<file path="config.mk">
export PLATFORM = sky130hd
export DESIGN_NAME = crb_timer
export DESIGN_NICKNAME = d
export VERILOG_FILES = /design/src/rtl/crb_pkg.sv /design/src/rtl/crb_edge_sync.sv /design/src/rtl/crb_timer.sv
export SDC_FILE = /design/constraint.sdc
export NUM_CORES = 1
export LEC_CHECK = 0
export BUFFER_PORTS_ARGS = -buffer_cell sky130_fd_sc_hd__buf_2
export CELL_PAD_IN_SITES_DETAIL_PLACEMENT = 1
export CELL_PAD_IN_SITES_GLOBAL_PLACEMENT = 1
export CORE_UTILIZATION = 49
export DETAILED_ROUTE_END_ITERATION = 8
export PLACE_DENSITY = 0.87
export REMOVE_ABC_BUFFERS = 1
export SLEW_MARGIN = 20
export SYNTH_ARGS = -nofsm -noshare
export SYNTH_HDL_FRONTEND = slang
export SYNTH_SLANG_ARGS = --single-unit
export TNS_END_PERCENT = 100
</file>
<file path="constraint.sdc">
create_clock -name ref_clk -period 5.9 [get_ports ref_clk]
set_input_delay 1.18 -clock ref_clk [delete_from_list [all_inputs] [get_ports ref_clk]]
set_output_delay 1.18 -clock ref_clk [all_outputs]
set_load 0.01 [all_outputs]
</file>
<file path="src/rtl/crb_pkg.sv">
// constants, field layouts and types for the capture/reload/baud timer
// assumes a byte-wide special-function register port and one system clock
`default_nettype none
package crb_pkg;
   // register addresses on the special-function port
   localparam logic [7:0] ADDR_CONTROL   = 8'hC9;
   localparam logic [7:0] ADDR_CAP_LOW   = 8'hE4;
   localparam logic [7:0] ADDR_CAP_HIGH  = 8'hE5;
   localparam logic [7:0] ADDR_CNT_LOW   = 8'hF4;
   localparam logic [7:0] ADDR_CNT_HIGH  = 8'hF5;
   // reset values and the all-ones rollover value
   localparam logic [7:0]  CONTROL_RESET = 8'h00;
   localparam logic [15:0] COUNT_RESET   = 16'h0000;
   localparam logic [15:0] RELOAD_RESET  = 16'h0000;
   localparam logic [15:0] COUNT_ALL_ONES = 16'hFFFF;
   // control field positions
   localparam int BIT_OVERFLOW_FLAG = 7;
   localparam int BIT_EXTERNAL_FLAG = 6;
   localparam int BIT_RX_SELECT     = 5;
   localparam int BIT_TX_SELECT     = 4;
   localparam int BIT_TRIGGER_EN    = 3;
   localparam int BIT_RUN           = 2;
   localparam int BIT_COUNTER_SEL   = 1;
   localparam int BIT_CAPTURE_SEL   = 0;
   // timebase division counts
   localparam logic [3:0] DIV_FAST = 4'h1;
   localparam logic [3:0] DIV_BAUD = 4'h2;
   localparam logic [3:0] DIV_SLOW = 4'hC;
   // control register layout, most significant field first
   typedef struct packed {
      logic overflow_flag;
      logic external_flag;
      logic uart_rx_clock_select;
      logic uart_tx_clock_select;
      logic trigger_enable;
      logic run_bit;
      logic counter_select;
      logic capture_select;
   } crb_ctrl_t;
   // register port request
   typedef struct packed {
      logic       wr;
      logic       rd;
      logic [7:0] addr;
      logic [7:0] wdata;
   } crb_sfr_req_t;
   typedef enum logic [1:0] {
      MODE_OFF,
      MODE_CAPTURE,
      MODE_RELOAD,
      MODE_BAUD
   } crb_mode_t;
endpackage
`default_nettype wire

</file>
<file path="src/rtl/crb_edge_sync.sv">
// two-stage synchroniser with falling-edge detect for one input pin
// assumes the pin may change at any time relative to ref_clk
`default_nettype none
module crb_edge_sync (
   // clock and reset
   input  wire logic ref_clk,
   input  wire logic reset,
   // pin and edge
   input  wire logic pin,
   output logic      fall
);
   logic meta;
   logic stable;
   logic previous;

   // first stage feeds only the second
   always_ff @(posedge ref_clk) begin
      if (reset) begin
         meta   <= 1'b1;
         stable <= 1'b1;
      end else begin
         meta   <= pin;
         stable <= meta;
      end
   end

   always_ff @(posedge ref_clk) begin
      if (reset) begin
         previous <= 1'b1;
      end else begin
         previous <= stable;
      end
   end

   // high then low on successive samples
   assign fall = previous & ~stable; // RQ20
endmodule
`default_nettype wire

</file>
<file path="src/rtl/crb_timer.sv">
// capture/reload/baud 16-bit timer with its special-function registers
// assumes synchronous register strobes, pins resynchronised here
// Function
// RQ1 - 16-bit counter, two software-accessible bytes
// RQ2 - timer mode counts system clock /1 or /12
// RQ3 - counter mode counts count-pin falling edges
// RQ4 - mode chosen by capture, run, clock-select bits
// RQ5 - trigger edge captures count, sets external flag
// RQ6 - trigger disabled ignores trigger pin
// RQ7 - rollover sets overflow flag in bit 7
// RQ8 - auto-reload loads reload value on overflow
// RQ9 - trigger edge reloads, sets external flag
// RQ10 - any clock-select bit gives baud reload mode
// RQ11 - baud overflows tick uart, not flag
// RQ12 - baud timer mode counts at half clock
// RQ13 - baud counter mode counts pin edges
// RQ14 - baud trigger edge sets external flag
// RQ15 - receive select picks uart receive tick source
// RQ16 - transmit select picks uart transmit tick source
// RQ17 - flags cleared only by software writes
// RQ18 - enabled set flag raises interrupt request
// RQ19 - run bit zero holds counter
// RQ20 - pins synchronised, falling edge by sample compare
`default_nettype none
module crb_timer
   import crb_pkg::*;
(
   // clock and reset
   input  wire logic          ref_clk,
   input  wire logic          reset,
   // special-function register port
   input  wire crb_pkg::crb_sfr_req_t sfr_req,
   output logic [7:0]         sfr_rdata,
   // clock control bit held outside
   input  wire logic          prescale_select,
   // pins
   input  wire logic          count_input_pin,
   input  wire logic          trigger_input_pin,
   // interrupt
   input  wire logic          irq_enable,
   output logic               irq_req,
   // uart shift clocks
   input  wire logic          general_timer_ovf,
   output logic               uart_rx_tick,
   output logic               uart_tx_tick
);
   import crb_pkg::*;

   crb_ctrl_t  ctrl;
   crb_ctrl_t  next_ctrl;
   crb_mode_t  mode;
   logic [15:0] count;
   logic [15:0] reload;
   logic [3:0]  presc;
   logic [3:0]  div_limit;
   logic        presc_hit;
   logic        count_fall;
   logic        trigger_fall;
   logic        tick;
   logic        overflow;
   logic        trigger;
   logic        own_baud_tick;
   logic        wr_ctrl;
   logic        wr_cnt_low;
   logic        wr_cnt_high;
   logic        wr_cap_low;
   logic        wr_cap_high;

   function automatic logic [7:0] read_mux(input logic [7:0] a, input crb_ctrl_t c,
                                           input logic [15:0] cnt, input logic [15:0] rl);
      logic [7:0] v;
      v = 8'h00;
      unique case (a)
         ADDR_CONTROL:  v = c;
         ADDR_CAP_LOW:  v = rl[7:0];
         ADDR_CAP_HIGH: v = rl[15:8];
         ADDR_CNT_LOW:  v = cnt[7:0];
         ADDR_CNT_HIGH: v = cnt[15:8];
         default:       v = 8'h00;
      endcase
      return v;
   endfunction

   function automatic logic hit(input crb_sfr_req_t r, input logic [7:0] a);
      return r.wr && (r.addr == a);
   endfunction

   // pin synchronisers
   crb_edge_sync u_count_sync (
      .ref_clk (ref_clk),
      .reset   (reset),
      .pin     (count_input_pin),
      .fall    (count_fall)
   );
   crb_edge_sync u_trigger_sync (
      .ref_clk (ref_clk),
      .reset   (reset),
      .pin     (trigger_input_pin),
      .fall    (trigger_fall)
   );

   // write decode
   assign wr_ctrl     = hit(sfr_req, ADDR_CONTROL);
   assign wr_cnt_low  = hit(sfr_req, ADDR_CNT_LOW);
   assign wr_cnt_high = hit(sfr_req, ADDR_CNT_HIGH);
   assign wr_cap_low  = hit(sfr_req, ADDR_CAP_LOW);
   assign wr_cap_high = hit(sfr_req, ADDR_CAP_HIGH);

   // mode select
   always_comb begin
      if (!ctrl.run_bit) begin
         mode = MODE_OFF; // RQ19
      end else if (ctrl.uart_rx_clock_select || ctrl.uart_tx_clock_select) begin
         mode = MODE_BAUD; // RQ10
      end else if (ctrl.capture_select) begin
         mode = MODE_CAPTURE; // RQ4
      end else begin
         mode = MODE_RELOAD; // RQ4
      end
   end

   // timebase prescaler
   always_comb begin
      if (mode == MODE_BAUD) begin
         div_limit = DIV_BAUD; // RQ12
      end else if (prescale_select) begin
         div_limit = DIV_FAST; // RQ2
      end else begin
         div_limit = DIV_SLOW; // RQ2
      end
   end

   // a limit lowered mid-count must not wrap the prescaler through its full range
   assign presc_hit = (presc >= div_limit - 4'h1);

   always_ff @(posedge ref_clk) begin
      if (reset) begin
         presc <= 4'h0;
      end else if (mode == MODE_OFF || ctrl.counter_select || presc_hit) begin
         presc <= 4'h0;
      end else begin
         presc <= presc + 4'h1;
      end
   end

   // count enable: prescaled clock or pin edge
   assign tick = (mode != MODE_OFF) &&
                 (ctrl.counter_select ? count_fall : presc_hit); // RQ3 RQ13 RQ19
   assign overflow = tick && (count == COUNT_ALL_ONES);
   assign trigger  = trigger_fall && ctrl.trigger_enable && (mode != MODE_OFF); // RQ6
   assign own_baud_tick = overflow && (mode == MODE_BAUD); // RQ11

   // counter
   always_ff @(posedge ref_clk) begin
      if (reset) begin
         count <= COUNT_RESET;
      end else if (wr_cnt_low || wr_cnt_high) begin
         if (wr_cnt_low) begin
            count[7:0] <= sfr_req.wdata; // RQ1
         end
         if (wr_cnt_high) begin
            count[15:8] <= sfr_req.wdata; // RQ1
         end
      end else if (mode != MODE_CAPTURE && mode != MODE_OFF && (overflow || trigger)) begin
         count <= reload; // RQ8 RQ9 RQ10
      end else if (tick) begin
         count <= count + 16'h0001; // RQ1
      end
   end

   // capture/reload value
   always_ff @(posedge ref_clk) begin
      if (reset) begin
         reload <= RELOAD_RESET;
      end else if (mode == MODE_CAPTURE && trigger) begin
         reload <= count; // RQ5
      end else begin
         if (wr_cap_low) begin
            reload[7:0] <= sfr_req.wdata;
         end
         if (wr_cap_high) begin
            reload[15:8] <= sfr_req.wdata;
         end
      end
   end

   // control register, hardware set wins over software clear
   always_comb begin
      next_ctrl = ctrl;
      if (wr_ctrl) begin
         next_ctrl = crb_ctrl_t'(sfr_req.wdata); // RQ17
      end
      if (overflow && (mode == MODE_CAPTURE || mode == MODE_RELOAD)) begin
         next_ctrl.overflow_flag = 1'b1; // RQ7
      end
      if (trigger) begin
         next_ctrl.external_flag = 1'b1; // RQ5 RQ9 RQ14
      end
   end

   always_ff @(posedge ref_clk) begin
      if (reset) begin
         ctrl <= crb_ctrl_t'(CONTROL_RESET);
      end else begin
         ctrl <= next_ctrl;
      end
   end

   // interrupt request
   assign irq_req = irq_enable && (ctrl.overflow_flag || ctrl.external_flag); // RQ18

   // uart shift clock ticks
   always_ff @(posedge ref_clk) begin
      if (reset) begin
         uart_rx_tick <= 1'b0;
         uart_tx_tick <= 1'b0;
      end else begin
         uart_rx_tick <= ctrl.uart_rx_clock_select ? own_baud_tick : general_timer_ovf; // RQ15
         uart_tx_tick <= ctrl.uart_tx_clock_select ? own_baud_tick : general_timer_ovf; // RQ16
      end
   end

   // read data
   always_ff @(posedge ref_clk) begin
      if (reset) begin
         sfr_rdata <= 8'h00;
      end else if (sfr_req.rd) begin
         sfr_rdata <= read_mux(sfr_req.addr, ctrl, count, reload);
      end
   end

   // checks
   property p_overflow_flag;
      @(posedge ref_clk) disable iff (reset)
      (overflow && (mode == MODE_CAPTURE || mode == MODE_RELOAD)) |=> ctrl.overflow_flag;
   endproperty
   a_overflow_flag: assert property (p_overflow_flag) // RQ7
      else $error("overflow flag not set on rollover");

   property p_baud_no_flag;
      @(posedge ref_clk) disable iff (reset)
      (mode == MODE_BAUD && !wr_ctrl && !ctrl.overflow_flag) |=> !ctrl.overflow_flag;
   endproperty
   a_baud_no_flag: assert property (p_baud_no_flag) // RQ11
      else $error("overflow flag set in baud mode");

   property p_reload_on_overflow;
      @(posedge ref_clk) disable iff (reset)
      (overflow && mode == MODE_RELOAD && !wr_cnt_low && !wr_cnt_high)
         |=> count == $past(reload);
   endproperty
   a_reload_on_overflow: assert property (p_reload_on_overflow) // RQ8
      else $error("counter not reloaded on overflow");

   property p_capture;
      @(posedge ref_clk) disable iff (reset)
      (trigger && mode == MODE_CAPTURE) |=> (reload == $past(count)) && ctrl.external_flag;
   endproperty
   a_capture: assert property (p_capture) // RQ5
      else $error("capture did not copy count");

   property p_trigger_ignored;
      @(posedge ref_clk) disable iff (reset)
      (!ctrl.trigger_enable && !wr_ctrl && !ctrl.external_flag) |=> !ctrl.external_flag;
   endproperty
   a_trigger_ignored: assert property (p_trigger_ignored) // RQ6
      else $error("external flag set while trigger disabled");

   property p_run_hold;
      @(posedge ref_clk) disable iff (reset)
      (!ctrl.run_bit && !wr_cnt_low && !wr_cnt_high) |=> $stable(count);
   endproperty
   a_run_hold: assert property (p_run_hold) // RQ19
      else $error("counter moved while stopped");

   property p_flag_sticky;
      @(posedge ref_clk) disable iff (reset)
      (ctrl.overflow_flag && !wr_ctrl) |=> ctrl.overflow_flag;
   endproperty
   a_flag_sticky: assert property (p_flag_sticky) // RQ17
      else $error("overflow flag cleared by hardware");

   property p_irq;
      @(posedge ref_clk) disable iff (reset)
      (irq_enable && ctrl.external_flag) |-> irq_req;
   endproperty
   a_irq: assert property (p_irq) // RQ18
      else $error("interrupt not raised for set flag");

   property p_baud_half;
      @(posedge ref_clk) disable iff (reset)
      (mode == MODE_BAUD && !ctrl.counter_select && tick)
         ##1 (mode == MODE_BAUD && !ctrl.counter_select) |-> !tick;
   endproperty
   a_baud_half: assert property (p_baud_half) // RQ12
      else $error("baud timebase faster than half clock");

   property p_rx_tick;
      @(posedge ref_clk) disable iff (reset)
      (own_baud_tick && ctrl.uart_rx_clock_select) |=> uart_rx_tick;
   endproperty
   a_rx_tick: assert property (p_rx_tick) // RQ15
      else $error("receive tick missing");

   property p_tx_tick;
      @(posedge ref_clk) disable iff (reset)
      (own_baud_tick && ctrl.uart_tx_clock_select) |=> uart_tx_tick;
   endproperty
   a_tx_tick: assert property (p_tx_tick) // RQ16
      else $error("transmit tick missing");

   property p_general_rx;
      @(posedge ref_clk) disable iff (reset)
      !ctrl.uart_rx_clock_select |=> (uart_rx_tick == $past(general_timer_ovf));
   endproperty
   a_general_rx: assert property (p_general_rx) // RQ15
      else $error("receive tick not from general timer");

   property p_general_tx;
      @(posedge ref_clk) disable iff (reset)
      !ctrl.uart_tx_clock_select |=> (uart_tx_tick == $past(general_timer_ovf));
   endproperty
   a_general_tx: assert property (p_general_tx) // RQ16
      else $error("transmit tick not from general timer");

   property p_trigger_reload;
      @(posedge ref_clk) disable iff (reset)
      (trigger && mode == MODE_RELOAD && !wr_cnt_low && !wr_cnt_high)
         |=> (count == $past(reload)) && ctrl.external_flag;
   endproperty
   a_trigger_reload: assert property (p_trigger_reload) // RQ9
      else $error("trigger did not reload counter");

   property p_ext_sticky;
      @(posedge ref_clk) disable iff (reset)
      (ctrl.external_flag && !wr_ctrl) |=> ctrl.external_flag;
   endproperty
   a_ext_sticky: assert property (p_ext_sticky) // RQ17
      else $error("external flag cleared by hardware");

   property p_count_step;
      @(posedge ref_clk) disable iff (reset)
      (tick && !overflow && !trigger && !wr_cnt_low && !wr_cnt_high)
         |=> count == $past(count) + 16'h0001;
   endproperty
   a_count_step: assert property (p_count_step) // RQ1
      else $error("counter did not step by one");

   property p_fast_rate;
      @(posedge ref_clk) disable iff (reset)
      ((mode == MODE_CAPTURE || mode == MODE_RELOAD) && !ctrl.counter_select && prescale_select)
         |-> tick;
   endproperty
   a_fast_rate: assert property (p_fast_rate) // RQ2
      else $error("undivided timebase missed a cycle");

   property p_baud_ext;
      @(posedge ref_clk) disable iff (reset)
      (trigger && mode == MODE_BAUD) |=> ctrl.external_flag;
   endproperty
   a_baud_ext: assert property (p_baud_ext) // RQ14
      else $error("external flag not set in baud mode");
endmodule
`default_nettype wire

</file>
==> results.md, run 1 <==
* Non-filler instance count after layout at 505
* Arrival @ worst endpoint at 3.71 ns
* # placed instances at 490
* Worst clock skew at 0.00815 ns
* Endpoints failing hold at 0
* Pins Over Slew Limit at 0
* Vias in the first global route at 3189
* YS warnings at 0
* Async set-or-reset flop fraction in the synthesized netlist at 0%
* Top library cells by usage in the layout, fill and taps aside: 60 x dfxtp_1, 46 x nor2_1, 35 x buf_2, 26 x nand2_1
* Share of final-layout standard cells stronger than drive strength 1 at 20.0%
* Total via count after detailed routing at 3170
* Syn avg cell area at 9.02 um2
* Fillcell total at 808
* Synthesized instance count at 383
* Routability congestion estimate from global placement at 0.867
* Area of the core region at 6790 um2
* Leakage power of the design at 1.56 nW
* Post-synthesis instance area at 3460 um2
* Final worst path period share at 58.4%
* Die footprint at 7390 um2
* Clock tree sinks at 60
* Initial DRT Pass Iterations at 4
* Status: finished clean
* Number of cells on the worst reg-to-reg path at 10
* Worst Path Class, Setup: input pin to flop
* Fraction of post-synthesis cell area in the top cell type by area at 34.8%
* Number of DRC markers after the initial detailed-route iteration at 233
* Flop and latch count out of synthesis at 60
* Global Route Usage Sum at 29.2%
* Depth of the CTS H-tree at 3
* Clk Tree Root Cell: clkbuf_8
* Endpoint class of the critical path: flop
* Post-route DRC violation count at 0
* Maximum fanout along the worst path at 26
* Antenna fix cells at 0
* HPWL after DPL at 7090 um
* Quantity of I/O buffers inserted on ports at 35
* Post-synth cell types at 60
* Post-layout nets at 439
* First-pass GRT wire length at 16500 um
* Final sum of negative setup slack at 0 ns
* Leading cell types by total area after synthesis: dfxtp_1 35%, mux2i_1 7.2%, a211oi_1 5.4%, mux4_2 5.2%, nor2_1 5.0%
* Die H at 86.0 um
* Vias per inst at 6.28
* Routed wire per std cell at 19.8 um
* Total gr overflow at 0
* Count of hold buffers inserted by post-cts repair at 0
* Initial core utilization at 50.9%
* Clock latency of the later-clocked register in the worst-skew pair at 0.34 ns
* Antenna violations before repair at 0
* Setup slack after placement at 2.20 ns
* TritonCTS clock tree: done
* Most used flip-flop cell after synthesis: dfxtp_1
* Achievable Freq at 290 MHz
* Final hold slack at 0.412 ns
* Crit path launch type: input pin
* VDD IR max at 115 uV
* Min-Delay Path Depth at 1
* Class of the tightest hold or removal check: flop to flop
* I/O pins at 36
* Maximum buffer depth of the clock tree at 2
* Minimum clock period after layout at 3.44 ns
* Slew at the pin closest to its max-slew limit at 0.861 ns
* Portion of the post-synthesis area used by sequential elements at 34.8%
* Most common library cell in the layout ignoring fill and taps: dfxtp_1
* Power density of the placed cells at 225 nW/um2
* Clock transition at the registers of the reported paths at 0.07 ns
* Biggest area consumer among synthesized cells: dfxtp_1
* Number of placement rows at 30
* Total Routed Length at 10000 um
* Horizontal extent of the die at 86.0 um
* Area added between synthesis and finish at 11.5%
* Req. time, crit path at 6.17 ns
* Post-cts repair resize count at 0
* ANT nets after route at 0
* Number of buffers added by the clock tree synthesis step at 9
* Count of flip-flops with a built-in enable after synthesis at 0
* Final setup violation count at 0
* Post-route worst setup slack at 2.46 ns
* Post-layout total power at 0.865 mW
* Max-cap violations at 0
* Max transition margin at 42.6%
* Setup repair after global routing missed its margin: no
* Number of buffers inserted by post-CTS setup repair at 0
* Largest net degree at the start of global routing at 33
-- layout make-up --
| class | count | area [um2] | area share, % |
|---|---|---|---|
| Clock buffer | 10 | 128 | 3.31 |
| Sequential cell | 60 | 1200 | 31.2 |
| Inverter | 9 | 33.8 | 0.877 |
| Multi-Input combinational cell | 289 | 2110 | 54.8 |
| Tap cell | 96 | 120 | 3.12 |
| Timing Repair Buffer | 36 | 183 | 4.74 |
| Clock inverter | 5 | 77.6 | 2.01 |
-- cells in the mapped netlist, types with 6 or more instances --
cell type	count
dfxtp_1	60
nor2_1	46
nand2_1	27
a211oi_1	25
mux2i_1	25
nand3_1	16
a22oi_1	14
clkbuf_1	13
o21ai_0	12
a21oi_1	10
buf_2	10
xnor2_1	10
ha_1	9
inv_1	9
mux4_2	8
o21ai_1	8
or2_2	8
o22ai_1	7
xor2_1	6
-- report_power, final --
| part | internal (mW) | switching, mW |
|---|---|---|
| clock | 0.234 | 0.168 |
| sequential | 0.410 | 0.00248 |
| combinational | 0.0185 | 0.0317 |
| total | 0.663 | 0.202 |
-- kinds of logic (layout without fill, tap and decap cells) --
logic type | after synthesis | count (layout) | share of synthesized area [%]
AO/OA/AOI/OAI | 101 | 101 | 21.5
XOR/XNOR | 16 | 16 | 4.05
adder cells (fa/ha/maj) | 9 | 9 | 3.26
buffers and inverters | 34 | 60 | 4.27
flip-flops | 60 | 60 | 34.8
multiplexers | 33 | 33 | 12.5
other | 1 | 1 | 0.109
AND/OR/NAND/NOR | 129 | 129 | 19.6
-- layer usage --
metal,GRT usage [%],share of wire (%),vias to the layer above,wire length (um)
li1,-,-,1455,-
met1,38.6,45,1570,4500
met2,47.8,47,117,4690
met3,5.39,5.4,28,542
met4,10.2,2.9,0,288
met5,0,0,-,0
-- path summary, 6_finish.rpt --
path	end	from	slack [ns]
setup / recovery	count[1]	prescale_select	2.46
hold reg to reg	u_trigger_sync.stable	u_trigger_sync.meta	0.41
setup reg to reg	count[1]	ctrl[0]	2.46
hold / removal	u_trigger_sync.stable	u_trigger_sync.meta	0.41
-- critical path: stages --
cell and delay (ns):
buf_2 0.11, or2_2 0.30, ha_1 0.30, a211oi_1 0.31
o21ai_1 0.21, a31oi_4 0.72, mux2i_1 0.18, a221o_1 0.32
o21ai_0 0.07
-- stage by stage --
step / utilization, % / cell area [um2]
floorplan: - / 3340
global placement: 53.6 / 3640
finish: 56.7 / 3850
global route: 56.7 / 3850
detailed placement: 53.6 / 3640
CTS: 56.7 / 3850
-- sequential cells by signal, indices dropped and copies added (netlist names) --
| signal | flops |
|---|---|
| u_count_sync.meta | 1 |
| u_count_sync.previous | 1 |
| count | 16 |
| sfr_rdata | 8 |
| presc | 4 |
| uart_tx_tick | 1 |
| u_trigger_sync.stable | 1 |
| ctrl | 8 |
| uart_rx_tick | 1 |
| u_count_sync.stable | 1 |
| u_trigger_sync.previous | 1 |
| reload | 16 |
| u_trigger_sync.meta | 1 |
(Power assumes the default switching activity.)
==> run 2, diff against run 1 <==
Settings changed: CORE_UTILIZATION 49 to 41, PLACE_DENSITY 0.87 to 0.77.
Clock period 5.9 ns to 3.1 ns, I/O delays scaled along.
==> run 2 against run 1 <==
Compared with the run above: clock-buffer cell count unchanged; highest routed layer unchanged; critical path type is now flop to flop; largest power group unchanged; die area increased by 19%; sequential power increased by 90%; wire length increased by 6.7%; global-route usage decreased by 3.2 points; clock skew increased by 0.0025 ns.
==> results.md, run 2 (same netlist as run 1, synthesis figures left out) <==
* Post-cts repair resize count at 0 (unchanged)
* Achievable Freq at 345 MHz
* FF+latch area at 1200 um2 (unchanged)
* Clk Tree Root Cell: clkbuf_8 (unchanged)
* Die footprint at 8800 um2 (was 7390 um2)
* I/O pins at 36 (unchanged)
* Max transition margin at 45.1% (was 42.6%)
* Vias in the first global route at 3236 (was 3189)
* Non-filler instance count after layout at 524 (was 505)
* Area of combinational cells with multiple inputs at 2120 um2 (was 2110 um2)
* Area of the core region at 8180 um2 (was 6790 um2)
* Top library cells by usage in the layout, fill and taps aside: 60 x dfxtp_1, 46 x nor2_1, 35 x buf_2, 26 x nand2_1, 25 x mux2i_1 (was 60 x dfxtp_1, 46 x nor2_1, 35 x buf_2, 26 x nand2_1)
* Largest net degree at the start of global routing at 44 (was 33)
* Gate family responsible for the most delay along the worst path: compound AO/OA/AOI/OAI gates (unchanged)
* Arrival @ worst endpoint at 3.08 ns (was 3.71 ns)
* Global routing usage on met2 at 44.0% (was 47.8%)
* TritonCTS clock tree: done (unchanged)
* Endpoint class of the critical path: flop (unchanged)
* Clock transition at the registers of the reported paths at 0.07 ns (about the same)
* Area added between synthesis and finish at 13.2% (was 11.5%)
* Power density of the placed cells at 387 nW/um2 (was 225 nW/um2)
* Max-cap violations at 0 (unchanged)
* Setup repair after global routing missed its margin: no (unchanged)
* Die H at 93.8 um (was 86.0 um)
* Minimum clock period after layout at 2.90 ns
* Antenna violations before repair at 0 (unchanged)
* Total gr overflow at 0 (unchanged)
* Antenna fix cells at 0 (unchanged)
* Most common library cell in the layout ignoring fill and taps: dfxtp_1 (unchanged)
* Crit path buffers/inverters at 1 (unchanged)
* Critical path, cell by cell: o31a_1 -> ha_1 -> or2_2 -> ha_1 -> o211ai_1 -> o21a_1 -> o21ai_2 -> o21ai_1 -> buf_4 -> a22oi_1 -> o22ai_1 (was buf_2 -> or2_2 -> ha_1 -> a211oi_1 -> o21ai_1 -> a31oi_4 -> mux2i_1 -> a221o_1 -> o21ai_0)
* Post-route DRC violation count at 0 (unchanged)
* VDD IR max at 173 uV (was 115 uV)
* Slew at the pin closest to its max-slew limit at 0.823 ns (was 0.861 ns)
* Share of final-layout standard cells stronger than drive strength 1 at 22.7% (was 20.0%)
* Fillcell total at 963 (was 808)
* Number of DRC markers after the initial detailed-route iteration at 143 (was 233)
* Routed wire per std cell at 20.4 um (was 19.8 um)
* Worst clock skew at 0.0107 ns (was 0.00815 ns)
* Leakage power of the design at 1.59 nW (was 1.56 nW)
* Depth of the CTS H-tree at 3 (unchanged)
* Final worst path period share at 93.6%
* Initial DRT Pass Iterations at 4 (unchanged)
* Status: finished clean (unchanged)
* Post-layout nets at 448 (was 439)
* Quantity of I/O buffers inserted on ports at 35 (unchanged)
* # placed instances at 508 (was 490)
* First-pass GRT wire length at 17200 um (was 16500 um)
* Final sum of negative setup slack at 0 ns (unchanged)
* Final hold slack at 0.411 ns (was 0.412 ns)
* Clock latency of the later-clocked register in the worst-skew pair at 0.34 ns (about the same)
* Registers with the most flip-flops: count x16, reload x16 (unchanged)
* Number of buffers added by the clock tree synthesis step at 9 (unchanged)
* Final setup violation count at 0 (unchanged)
* Most repeated library cell on the critical path: ha_1
* Busiest grt layer: met2 (unchanged)
* Global Route Usage Sum at 26.0% (was 29.2%)
* Routability congestion estimate from global placement at 0.837 (was 0.867)
* Number of placement rows at 33 (was 30)
* Vias per inst at 6.01 (was 6.28)
* Crit path launch type: flop (was input pin)
* Initial core utilization at 42.3% (was 50.9%)
* Delay of the slowest cell on the worst path at 0.35 ns (was 0.72 ns)
* Count of hold buffers inserted by post-cts repair at 0 (unchanged)
* Maximum buffer depth of the clock tree at 2 (unchanged)
* Total Routed Length at 10700 um (was 10000 um)
* Endpoints failing hold at 0 (unchanged)
* Pins Over Slew Limit at 0 (unchanged)
* Number of buffers inserted by post-CTS setup repair at 0 (unchanged)
* Horizontal extent of the die at 93.8 um (was 86.0 um)
* Met1 capacity usage during global routing at 33.3% (was 38.6%)
* HPWL after DPL at 7600 um (was 7090 um)
* Worst Path Class, Setup: flop to flop (was input pin to flop)
* Class of the tightest hold or removal check: flop to flop (unchanged)
* Maximum fanout along the worst path at 7 (was 26)
* Grt met3 use at 5.02% (was 5.39%)
* Clock tree sinks at 60 (unchanged)
* ANT nets after route at 0 (unchanged)
* Cell with the biggest individual delay on the critical path: dfxtp_1 (was a31oi_4)
* Req. time, crit path at 3.28 ns (was 6.17 ns)
* Total via count after detailed routing at 3147 (was 3170)
[run 2: layout make-up]
class	instances	share of cell area [%]
Inverter	9	0.864
Timing Repair Buffer	45	6.49
Tap cell	105	3.36
Multi-Input combinational cell	289	54.3
Clock buffer	10	3.26
Clock inverter	6	1.06
Sequential cell	60	30.7
[run 2: metrics by stage]
stage / power, mW / worst slack, ns / area [um2] / util [%]
6_report: 1.51 / 0.200 / 3910 / 47.8
5_1_grt: 1.58 / 0.00248 / 3910 / 47.8
4_1_cts: 1.52 / 0.0324 / 3890 / 47.6
3_5_place_dp: 0.901 / 0.0556 / 3720 / 45.5
3_3_place_gp: 0.898 / 0.208 / 3720 / 45.5
2_1_floorplan: 0.837 / 0.183 / 3340 / -
[run 2: worst paths after layout]
check                      startpoint               endpoint  slack [ns]  cells past startpoint
setup / recovery              ctrl[4]               count[6]        0.20                     11
hold / removal    u_trigger_sync.meta  u_trigger_sync.stable        0.41                      1
setup reg to reg              ctrl[4]               count[6]        0.20                     11
hold reg to reg   u_trigger_sync.meta  u_trigger_sync.stable        0.41                      1
[run 2: report_power, final]
part	internal (mW)	total (mW)	switching, mW
Combinational	0.0359	0.0987	0.0628
Sequential	0.781	0.786	0.00516
Clock	0.288	0.628	0.339
Total	1.10	1.51	0.407
[run 2: layer usage]
metal  part of all wire (%)  vias to the layer above
met5                      0                        -
met4                    1.8                        0
met3                    5.0                       18
met2                     49                       80
met1                     45                     1577
li1                       -                     1472
